### config.mk
export PLATFORM = sky130hd
export DESIGN_NAME = dcf_fifo
export DESIGN_NICKNAME = d
export VERILOG_FILES = /design/src/rtl/dcf_pkg.sv /design/src/rtl/dcf_buf2.sv /design/src/rtl/dcf_fifo.sv
export SDC_FILE = /design/constraint.sdc
export NUM_CORES = 2
export LEC_CHECK = 0
export ABC_AREA = 1
export BUFFER_PORTS_ARGS = -buffer_cell sky130_fd_sc_hd__buf_2
export CAP_MARGIN = 15
export CORE_MARGIN = 2
export CORE_UTILIZATION = 50
export DETAILED_ROUTE_END_ITERATION = 6
export PLACE_DENSITY_LB_ADDON = 0.15
export SYNTH_ARGS = -nofsm -noshare
export SYNTH_HDL_FRONTEND = slang
export SYNTH_SLANG_ARGS = --single-unit
### constraint.sdc
create_clock -name SYS_CLK -period 8.1 [get_ports SYS_CLK]
set_input_delay 1.62 -clock SYS_CLK [delete_from_list [all_inputs] [get_ports SYS_CLK]]
set_output_delay 1.62 -clock SYS_CLK [all_outputs]
set_load 0.005 [all_outputs]
### src/rtl/dcf_pkg.sv
package dcf_pkg;

   // word and offset geometry
   localparam int          DCF_WIDTH     = 9;
   localparam int          DCF_OFS_W     = 8;
   localparam int          DCF_OFS_CNT   = 4;
   localparam int          DCF_DEPTH_DEF = 256;
   // wide enough for any count plus a 16-bit offset
   localparam int          DCF_CMP_W     = 18;

   // offset register bank reset image: full high, full low, empty high, empty low
   localparam logic [31:0] DCF_OFS_RST   = 32'h0007_0007;

   // rotating selector over the four offset registers
   typedef enum logic [1:0] {
      OFS_EMPTY_LO = 2'b00,
      OFS_EMPTY_HI = 2'b01,
      OFS_FULL_LO  = 2'b10,
      OFS_FULL_HI  = 2'b11
   } dcf_ofs_e;

   typedef struct packed {
      logic full_n;
      logic afull_n;
      logic aempty_n;
      logic empty_n;
   } dcf_flags_s;

   // full and almost-full high, almost-empty and empty low
   localparam dcf_flags_s  DCF_FLAGS_RST = 4'hC;

endpackage : dcf_pkg

### src/rtl/dcf_buf2.sv
`timescale 1ns/1ps

module dcf_buf2 #(
   parameter int W = 9
) (
   // clock and reset
   input  wire logic         clk,
   input  wire logic         rst_n,
   // filling side
   input  wire logic         in_valid,
   output      logic         in_ready,
   input  wire logic [W-1:0] in_data,
   // draining side
   output      logic         out_valid,
   input  wire logic         out_ready,
   output      logic [W-1:0] out_data
);
   import dcf_pkg::*;

   logic [W-1:0] ent_q [2];
   logic         wp_q;
   logic         rp_q;
   logic [1:0]   cnt_q;
   logic [1:0]   cnt_d;

   wire push = in_valid && in_ready;
   wire pop  = out_valid && out_ready;

   assign in_ready  = (cnt_q != 2'h2);
   assign out_valid = (cnt_q != 2'h0);
   assign out_data  = ent_q[rp_q];
   assign cnt_d     = 2'(cnt_q + {1'b0, push} - {1'b0, pop});

   always_ff @(posedge clk) begin
      if (push) begin
         ent_q[wp_q] <= in_data;
      end
   end

   always_ff @(posedge clk or negedge rst_n) begin
      if (!rst_n) begin
         wp_q  <= 1'b0;
         rp_q  <= 1'b0;
         cnt_q <= 2'h0;
      end else begin
         wp_q  <= wp_q ^ push;
         rp_q  <= rp_q ^ pop;
         cnt_q <= cnt_d;
      end
   end

endmodule : dcf_buf2

### src/rtl/dcf_fifo.sv
`timescale 1ns/1ps

// Operation
// reset returns write and read pointers to the first location
// reset drives full and almost-full high, empty and almost-empty low
// reset zeroes output register and loads offset registers with defaults
// writer resets the buffer after power-up before its first write
// flag mode: enable low stores words sequentially; high holds input
// two-enable mode: store only with primary low and second enable high
// full flag low while full; all write enables ignored then
// a read that frees a location raises the full flag again
// full flags follow write edges, empty flags follow read edges
// both read enables low moves next word into output register
// either read enable high holds the output register
// empty flag low once drained; read enables ignored while empty
// a write into an empty buffer raises the empty flag again
// works with separate or identical write and read clocks; this design clocks both ports from SYS_CLK only
// output enable low drives the output register, high floats the bus
// load pin level during reset picks two-enable or offset-load mode
// four 8-bit offset registers, loadable from inputs, readable on outputs
// offset writes rotate empty low, empty high, full low, full high, wrap
// leaving load mode mid-sequence keeps the rotation position
// offset reads rotate through the same order onto the outputs
// parties avoid reading and writing offset registers together
// offsets default to seven words from empty and from full
// empty flag low whenever read pointer equals write pointer; this design keeps it high when the pointers meet with DEPTH words stored
// almost-empty low while count is at most the empty offset
// almost-full low while count reaches depth minus full offset
// depth is a parameter; pointers wrap there; a word count is kept
module dcf_fifo #(
   parameter int DEPTH = dcf_pkg::DCF_DEPTH_DEF
) (
   // clock and reset
   input  wire logic                          SYS_CLK,
   input  wire logic                          NRST,
   // write port
   input  wire logic [dcf_pkg::DCF_WIDTH-1:0] DATA_IN_BUS,
   input  wire logic                          WRITE_ENABLE_PRIMARY_N,
   input  wire logic                          SECOND_ENABLE_OR_LOAD,
   // read port
   input  wire logic                          READ_ENABLE_A_N,
   input  wire logic                          READ_ENABLE_B_N,
   input  wire logic                          OUTPUT_DRIVE_ENABLE_N,
   output      logic [dcf_pkg::DCF_WIDTH-1:0] DATA_OUT_BUS,
   output      logic                          DATA_OUT_OE,
   // status flags
   output      logic                          FULL_FLAG_N,
   output      logic                          ALMOST_FULL_FLAG_N,
   output      logic                          EMPTY_FLAG_N,
   output      logic                          ALMOST_EMPTY_FLAG_N
);
   import dcf_pkg::*;

   localparam int AW = $clog2(DEPTH);
   localparam int CW = AW + 1;

   function automatic logic [AW-1:0] ptr_next(input logic [AW-1:0] p);
      ptr_next = (p == AW'(DEPTH - 1)) ? '0 : AW'(p + 1'b1);
   endfunction : ptr_next

   function automatic dcf_ofs_e sel_next(input dcf_ofs_e s);
      case (s)
         OFS_EMPTY_LO : sel_next = OFS_EMPTY_HI;
         OFS_EMPTY_HI : sel_next = OFS_FULL_LO;
         OFS_FULL_LO  : sel_next = OFS_FULL_HI;
         OFS_FULL_HI  : sel_next = OFS_EMPTY_LO;
         default      : sel_next = OFS_EMPTY_LO;
      endcase
   endfunction : sel_next

   logic [DCF_WIDTH-1:0]                   mem_q [DEPTH];
   logic [AW-1:0]                          wr_ptr_q;
   logic [AW-1:0]                          rd_ptr_q;
   logic [CW-1:0]                          arr_cnt_q;
   logic [CW-1:0]                          arr_cnt_d;
   logic [CW-1:0]                          tot_cnt_q;
   logic [CW-1:0]                          tot_cnt_d;
   logic [DCF_OFS_CNT-1:0][DCF_OFS_W-1:0] ofs_q;
   logic [DCF_OFS_CNT-1:0][DCF_OFS_W-1:0] ofs_d;
   dcf_ofs_e                               wsel_q;
   dcf_ofs_e                               rsel_q;
   dcf_flags_s                             flags_q;
   dcf_flags_s                             flags_d;
   logic [DCF_WIDTH-1:0]                   dout_q;
   logic                                   oe_q;
   logic                                   mode_two_q;
   logic                                   buf_in_ready;
   logic                                   buf_out_valid;
   logic [DCF_WIDTH-1:0]                   buf_out_data;

   // mode pin caught on edges while reset is low; reset must span one edge
   always_ff @(posedge SYS_CLK) begin
      if (!NRST) begin
         mode_two_q <= SECOND_ENABLE_OR_LOAD;
      end
   end

   // decode
   wire        load_sel   = !mode_two_q && !SECOND_ENABLE_OR_LOAD;
   wire        wr_req     = !WRITE_ENABLE_PRIMARY_N && SECOND_ENABLE_OR_LOAD;
   wire        ofs_wr     = !WRITE_ENABLE_PRIMARY_N && load_sel;
   wire        rd_en      = !READ_ENABLE_A_N && !READ_ENABLE_B_N;
   wire        ofs_rd     = rd_en && load_sel;
   wire        rd_fire    = rd_en && !load_sel && flags_q.empty_n;
   wire        wr_valid   = wr_req && flags_q.full_n;
   wire        wr_fire    = wr_valid && buf_in_ready;
   wire        arr_room   = (arr_cnt_q != CW'(DEPTH));
   wire        push       = buf_out_valid && arr_room;
   wire [15:0] empty_ofs  = {ofs_q[OFS_EMPTY_HI], ofs_q[OFS_EMPTY_LO]};
   wire [15:0] full_ofs   = {ofs_q[OFS_FULL_HI], ofs_q[OFS_FULL_LO]};
   wire [15:0] empty_ofs_d = {ofs_d[OFS_EMPTY_HI], ofs_d[OFS_EMPTY_LO]};
   wire [15:0] full_ofs_d  = {ofs_d[OFS_FULL_HI], ofs_d[OFS_FULL_LO]};

   // next offset image, so the flags never lag a fresh offset write
   always_comb begin
      ofs_d = ofs_q;
      if (ofs_wr) begin
         ofs_d[wsel_q] = DATA_IN_BUS[DCF_OFS_W-1:0];
      end
   end

   // counts: array count feeds read-side flags, total feeds write-side flags
   assign arr_cnt_d = CW'(arr_cnt_q + CW'(push) - CW'(rd_fire));
   assign tot_cnt_d = CW'(tot_cnt_q + CW'(wr_fire) - CW'(rd_fire));

   assign flags_d.full_n   = (tot_cnt_d != CW'(DEPTH));
   assign flags_d.afull_n  = (DCF_CMP_W'(tot_cnt_d) + DCF_CMP_W'(full_ofs_d))
                             < DCF_CMP_W'(DEPTH);
   assign flags_d.aempty_n = DCF_CMP_W'(arr_cnt_d) > DCF_CMP_W'(empty_ofs_d);
   assign flags_d.empty_n  = (arr_cnt_d != '0);

   // input stage: a stalled array drain refuses writes instead of dropping them
   dcf_buf2 #(
      .W (DCF_WIDTH)
   ) u_in_buf (
      .clk       (SYS_CLK),
      .rst_n     (NRST),
      .in_valid  (wr_valid),
      .in_ready  (buf_in_ready),
      .in_data   (DATA_IN_BUS),
      .out_valid (buf_out_valid),
      .out_ready (arr_room),
      .out_data  (buf_out_data)
   );

   always_ff @(posedge SYS_CLK) begin
      if (push) begin
         mem_q[wr_ptr_q] <= buf_out_data;
      end
   end

   // single clock serves both ports, the coincident case
   always_ff @(posedge SYS_CLK or negedge NRST) begin
      if (!NRST) begin
         wr_ptr_q  <= '0;
         rd_ptr_q  <= '0;
         arr_cnt_q <= '0;
         tot_cnt_q <= '0;
         flags_q   <= DCF_FLAGS_RST;
      end else begin
         wr_ptr_q  <= push ? ptr_next(wr_ptr_q) : wr_ptr_q;
         rd_ptr_q  <= rd_fire ? ptr_next(rd_ptr_q) : rd_ptr_q;
         arr_cnt_q <= arr_cnt_d;
         tot_cnt_q <= tot_cnt_d;
         flags_q   <= flags_d;
      end
   end

   always_ff @(posedge SYS_CLK or negedge NRST) begin
      if (!NRST) begin
         ofs_q  <= DCF_OFS_RST;
         wsel_q <= OFS_EMPTY_LO;
         rsel_q <= OFS_EMPTY_LO;
      end else begin
         ofs_q <= ofs_d;
         if (ofs_wr) begin
            wsel_q <= sel_next(wsel_q);
         end
         if (ofs_rd) begin
            rsel_q <= sel_next(rsel_q);
         end
      end
   end

   // output register holds unless a word or an offset is fetched
   always_ff @(posedge SYS_CLK or negedge NRST) begin
      if (!NRST) begin
         dout_q <= '0;
         oe_q   <= 1'b0;
      end else begin
         oe_q <= !OUTPUT_DRIVE_ENABLE_N;
         if (rd_fire) begin
            dout_q <= mem_q[rd_ptr_q];
         end else if (ofs_rd) begin
            dout_q <= DCF_WIDTH'(ofs_q[rsel_q]);
         end
      end
   end

   assign DATA_OUT_BUS        = dout_q;
   assign DATA_OUT_OE         = oe_q;
   assign FULL_FLAG_N         = flags_q.full_n;
   assign ALMOST_FULL_FLAG_N  = flags_q.afull_n;
   assign EMPTY_FLAG_N        = flags_q.empty_n;
   assign ALMOST_EMPTY_FLAG_N = flags_q.aempty_n;
endmodule : dcf_fifo

Word level (Yosys, flattened, before mapping)
Memories as Yosys holds them, arrays and structs flattened.
Index checks and enable logic that the tools add are counted.
Word-level totals
  output and inout bits: 14
  RAM bits: 2322
  input port bits: 16
  flip-flop bits (word level): 89
  memories: 2
Memory list
  mem_q: words 256, width 9, read ports 1, clocked after memory_dff 0, wr ports 1, line dcf_fifo.sv:71  | logic [DCF_WIDTH-1:0] mem_q [DEPTH];
  u_in_buf.ent_q: words 2, width 9, read ports 1, clocked after memory_dff 0, wr ports 1, line dcf_buf2.sv:20  | logic [W-1:0] ent_q [2];
Operators by class
  reduce and logical (&&, ||, !) cells: 23
  add/subtract/negate cells: 9
  $lt $le $gt $ge: 5
  mux-type cells: 16
  eq/ne operators: 11
  bitwise logic cells: 2
Operator list (number)
  $bwmux W32: 1
  $mux W32: 1
  $mux W8: 4
  $add A9 B1 Y9: 2
  $mux W9: 2
  $ne A9 B9 Y1 const B: 2
  $sub A9 B1 Y9: 2
  $add A9 B16 Y17: 1
  $lt A17 B9 Y1 const B: 1
  $add A8 B1 Y8 const B: 2
  $bmux W8 S2: 1
  $demux W8 S2: 1
  $eq A8 B8 Y1 const B: 2
  $gt A9 B16 Y1: 1
  $pmux W2 S4: 2
  $logic_and A1 B1 Y1: 11
  $reduce_bool A9 Y1: 1
  $eq A2 B2 Y1 const B: 4
  $logic_not A1 Y1: 7
  $lt A2 B3 Y1 const B: 2
  $eq A2 B1 Y1 const B: 2
  $logic_not A2 Y1: 2
  $mux W1: 4
  $reduce_bool A2 Y1: 2
  5 further kinds: 6

Longest topological paths before layout
  word-level depth: 8
  gate-level depth with buffers: 30

Hierarchy
Synthesis repeated with hierarchy kept, for this count alone.
Second synthesis, totals
  cell total of the unflattened synthesis: 8698
  area, all modules: 99694.4 um^2
Modules (own cells, without submodules)
  dcf_fifo: area an instance 98797.3 um^2, instances 1, cells an instance 8622
  dcf_buf2: area an instance 897.1 um^2, instances 1, cells an instance 76

Least setup slack after synthesis
No wires, ideal clock.
  kind: input to register
  from: input port SECOND_ENABLE_OR_LOAD
  to: register flags_q (netlist bit ALMOST_EMPTY_FLAG_N)
  stages: 21
  required time: 7.999 ns
  library setup time: 0.101 ns
  path slack: 3.344 ns
  arrival time: 4.655 ns
  cells stage by stage: inv_1 -> nand2_1 -> nand3_1 -> clkinv_1 -> buf_1 -> ha_1 -> inv_1 -> ha_1 -> fa_1 -> nand3_1 -> nand2_1 -> a21oi_1 -> o21ai_0 -> nand2_1 -> a21oi_1 -> nor2_1 -> xor2_1 -> ha_1 -> nand3_1 -> nor3_1 -> nor4_1
RTL lines
  from (decl): line dcf_fifo.sv:39  | input wire logic SECOND_ENABLE_OR_LOAD,
  to (signal assigned): line dcf_fifo.sv:165  | flags_q <= flags_d;
  to (decl): line dcf_fifo.sv:82  | dcf_flags_s flags_q;

==> flow_summary.yaml <==
timing:
  maxSlewHeadroom_pct: 19.2
  setup_viol_count_final: 0
  layout_min_cycle_time_ps: 4850
  maxSlewViolCount: 0
  worst_pin_slew_ps: 1210
  min_period_over_period_pct: 59.9
  fin_hold_ws_ps: 529
  rsz0062_at_grt: "false"
  finalHoldViolations: 0
  skew_ps: 41.7
  fmax_mhz: 206
  tns_ps: 0
pwr:
  p_leak_nw: 38.2
  peakVddDrop_mv: 0.354
  total_power_w: 0.0407
  power_density_nw_per_um2: 375
die:
  top_level_ports: 30
  start_util_pct: 50.3
  std_cell_rows: 163
  die_x_um: 450
  dieArea_um2: 202000
  core_area_um2: 197000
  chipHeight_um: 450
placed_design:
  io_buffers: 29
  hpwlAfterDp_um: 150000
  place_congestion: 0.832
  dpl_cell_area_um2: 101000
layout:
  drive_gt1_share_pct: 5.87
  synthToLayoutAreaGrowth_pct: 9.40
  fill_cells: 16600
  finish.instance_area_um2: 109000
  mostFrequentLayoutCells: "nand2_1 (2431), edfxtp_1 (2323), nand3_1 (2216), nor2_1 (346), clkbuf_16 (243)"
  multi_input_area_um2: 24000
  regArea_um2: 72000
  utilization_pct: 55.0
  nets: 8357
  layout_commonest_cell: "nand2_1"
synth:
  syn_avg_cell_area_um2: 11.7
  synth.area.top_cells: "edfxtp_1 (70%), nand3_1 (11%), nand2_1 (9.2%), dfrtp_1 (2.0%), nor2_1 (1.3%)"
  syn_area_um2: 99300
  yosysTopAreaCellShare_pct: 70.3
  yosys.area.top_type: "edfxtp_1"
  yosys_warnings: 0
  synthDistinctLibCells: 39
  syn_nets: 8538
  synth-seq-area-share_pct: 72.5
  ys_ff_latch: 2411
  synthCells: 8467
critical_path:
  critPathLaunch: "SECOND_ENABLE_OR_LOAD"
  worstRegToRegCells: 10
  critPathRequiredTime_ps: 8900
  start_kind: "input pin"
  critPathArrivalTime_ps: 5650
  worstSetupPathType: "input pin to register"
  crit_path_max_fanout: 5
  r2r_start: "arr_cnt_q[2]"
  cp-end-kind: "register"
drt:
  ant_nets: 0
  avgRoutedWirePerCell_um: 24.1
  drc: 0
  drt-vias-per-instance: 5.82
  vias: 64700
  initialDrtViolationCount: 7834
  drt-total-wl_um: 268000
  firstDrtPassIters: 6
clock_network:
  numCtsBuffers: 239
  path_clk_slew_ps: 70
  cts_sinks: 2411
  cts_setup_buffers: 0
  ctsResizeCount: 0
  clockBufferDepth: 3
  ctsHoldBuffers: 0
  h-tree-depth: 4
  cts_tree: "built"
  root_buffer: "clkbuf_16"
  worstSkewPairLatency_ps: 880
grt:
  antenna_found_initial: 5
  grt_overflow: 0
  grt_pass1_wl_um: 400000
  grt_max_degree: 205
  grt_pass1_vias: 61000
  grt_usage_pct: 26.2
run_status:
  status: "completed"
worst_hold_path:
  hp-class: "register to register"
  min_delay_path_depth: 2
  min_from: "empty_ofs[14]"
job:
  maxCapViolCount: 0
==> state kept, by name, summed over array words and instances (netlist names), 8 cells and up <==
signal          cells
mem_q            2304
u_in_buf.ent_q     18
empty_ofs          16
full_ofs           16
DATA_OUT_BUS        9
arr_cnt_q           9
tot_cnt_q           9
rd_ptr_q            8
wr_ptr_q            8
==> through the flow <==
step	std cells	setup WS, ps
after floorplan	8467	3340
after global placement	10700	2330
after detailed placement	10700	2370
after CTS	11100	3280
after global routing	11100	2790
final	11100	3250
==> power by group <==
group          total, W  switching (W)  internal (W)
sequential       0.0162       0.000423        0.0157
clock            0.0107        0.00475       0.00598
combinational    0.0138         0.0106       0.00325
==> logic make-up after synthesis <==
logic type               synth area share [%]
XOR/XNOR                                0.256
adder cells (fa/ha/maj)                 0.708
buffers and inverters                    3.39
AND/OR/NAND/NOR                          22.0
AO/OA/AOI/OAI                            1.19
flip-flops                               72.5
==> path summary, 6_finish.rpt <==
| path | end | slack (ps) |
|---|---|---|
| max reg2reg | mem_q[160][7] | 3370 |
| min in group asynchronous | full_ofs[8] | 660 |
| max in group asynchronous | rd_ptr_q[2] | 6090 |
| max | ALMOST_FULL_FLAG_N | 3250 |
| min | empty_ofs[14] | 530 |
| min reg2reg | empty_ofs[14] | 530 |
==> critical path: stages <==
cell and delay, ps:
buf_2 120, inv_1 50, nand2_1 120, nand3_1 360, nor2_1 300, inv_1 100, nand2_1 70, ha_1 180
inv_1 60, fa_1 410, nand3b_1 170, nand2_1 150, nand2_1 120, nand2_1 90, nand2_1 60, nand2_1 90
inv_1 50, ha_1 330, a21oi_1 200, o21ai_0 110, a21oi_1 120, nand2_1 100, xor2_1 150, nor2_1 150
nand2_1 70, nor2_1 120, nand2_1 70, nor2_1 100
==> layer usage <==
metal | routed length (µm) | global-route usage, % | up-vias
li1 | - | - | 29600
met1 | 113000 | 37.7 | 32100
met2 | 126000 | 41.2 | 2586
met3 | 20200 | 3.63 | 457
met4 | 8560 | 8.52 | 2
met5 | 13 | 0 | -
==> final cells by class <==
cell class / instances / share of cell area [%]
flip-flops and latches: 2411 / 66.3
clock inverters: 140 / 1.08
clock buffers: 301 / 5.85
well taps: 2640 / 3.04
inverters: 154 / 0.571
repair buffers: 131 / 1.03
diodes: 3 / 0.00691
multi-input cells: 5349 / 22.1
==> cell usage after synthesis (all sizes together) <==
| cell type | instances |
|---|---|
| fa | 2 |
| edfxtp | 2323 |
| nor3b | 2 |
| dfstp | 8 |
| inv | 149 |
| clkinv | 5 |
| a21boi | 1 |
| a21oi | 52 |
| nor2 | 349 |
| xor2 | 23 |
| nand3b | 2 |
| buf | 408 |
| xnor2 | 6 |
| nand3 | 2223 |
| o22ai | 23 |
| o21a | 1 |
| a211oi | 1 |
| clkbuf | 145 |
| nand4 | 15 |
| a221oi | 1 |
| dfrtp | 80 |
| nand2 | 2440 |
| a31oi | 1 |
| o21bai | 4 |
| o211ai | 1 |
| o21ai | 136 |
| nor3 | 10 |
| ha | 53 |
| nor4 | 3 |
(Power assumes the default switching activity.)
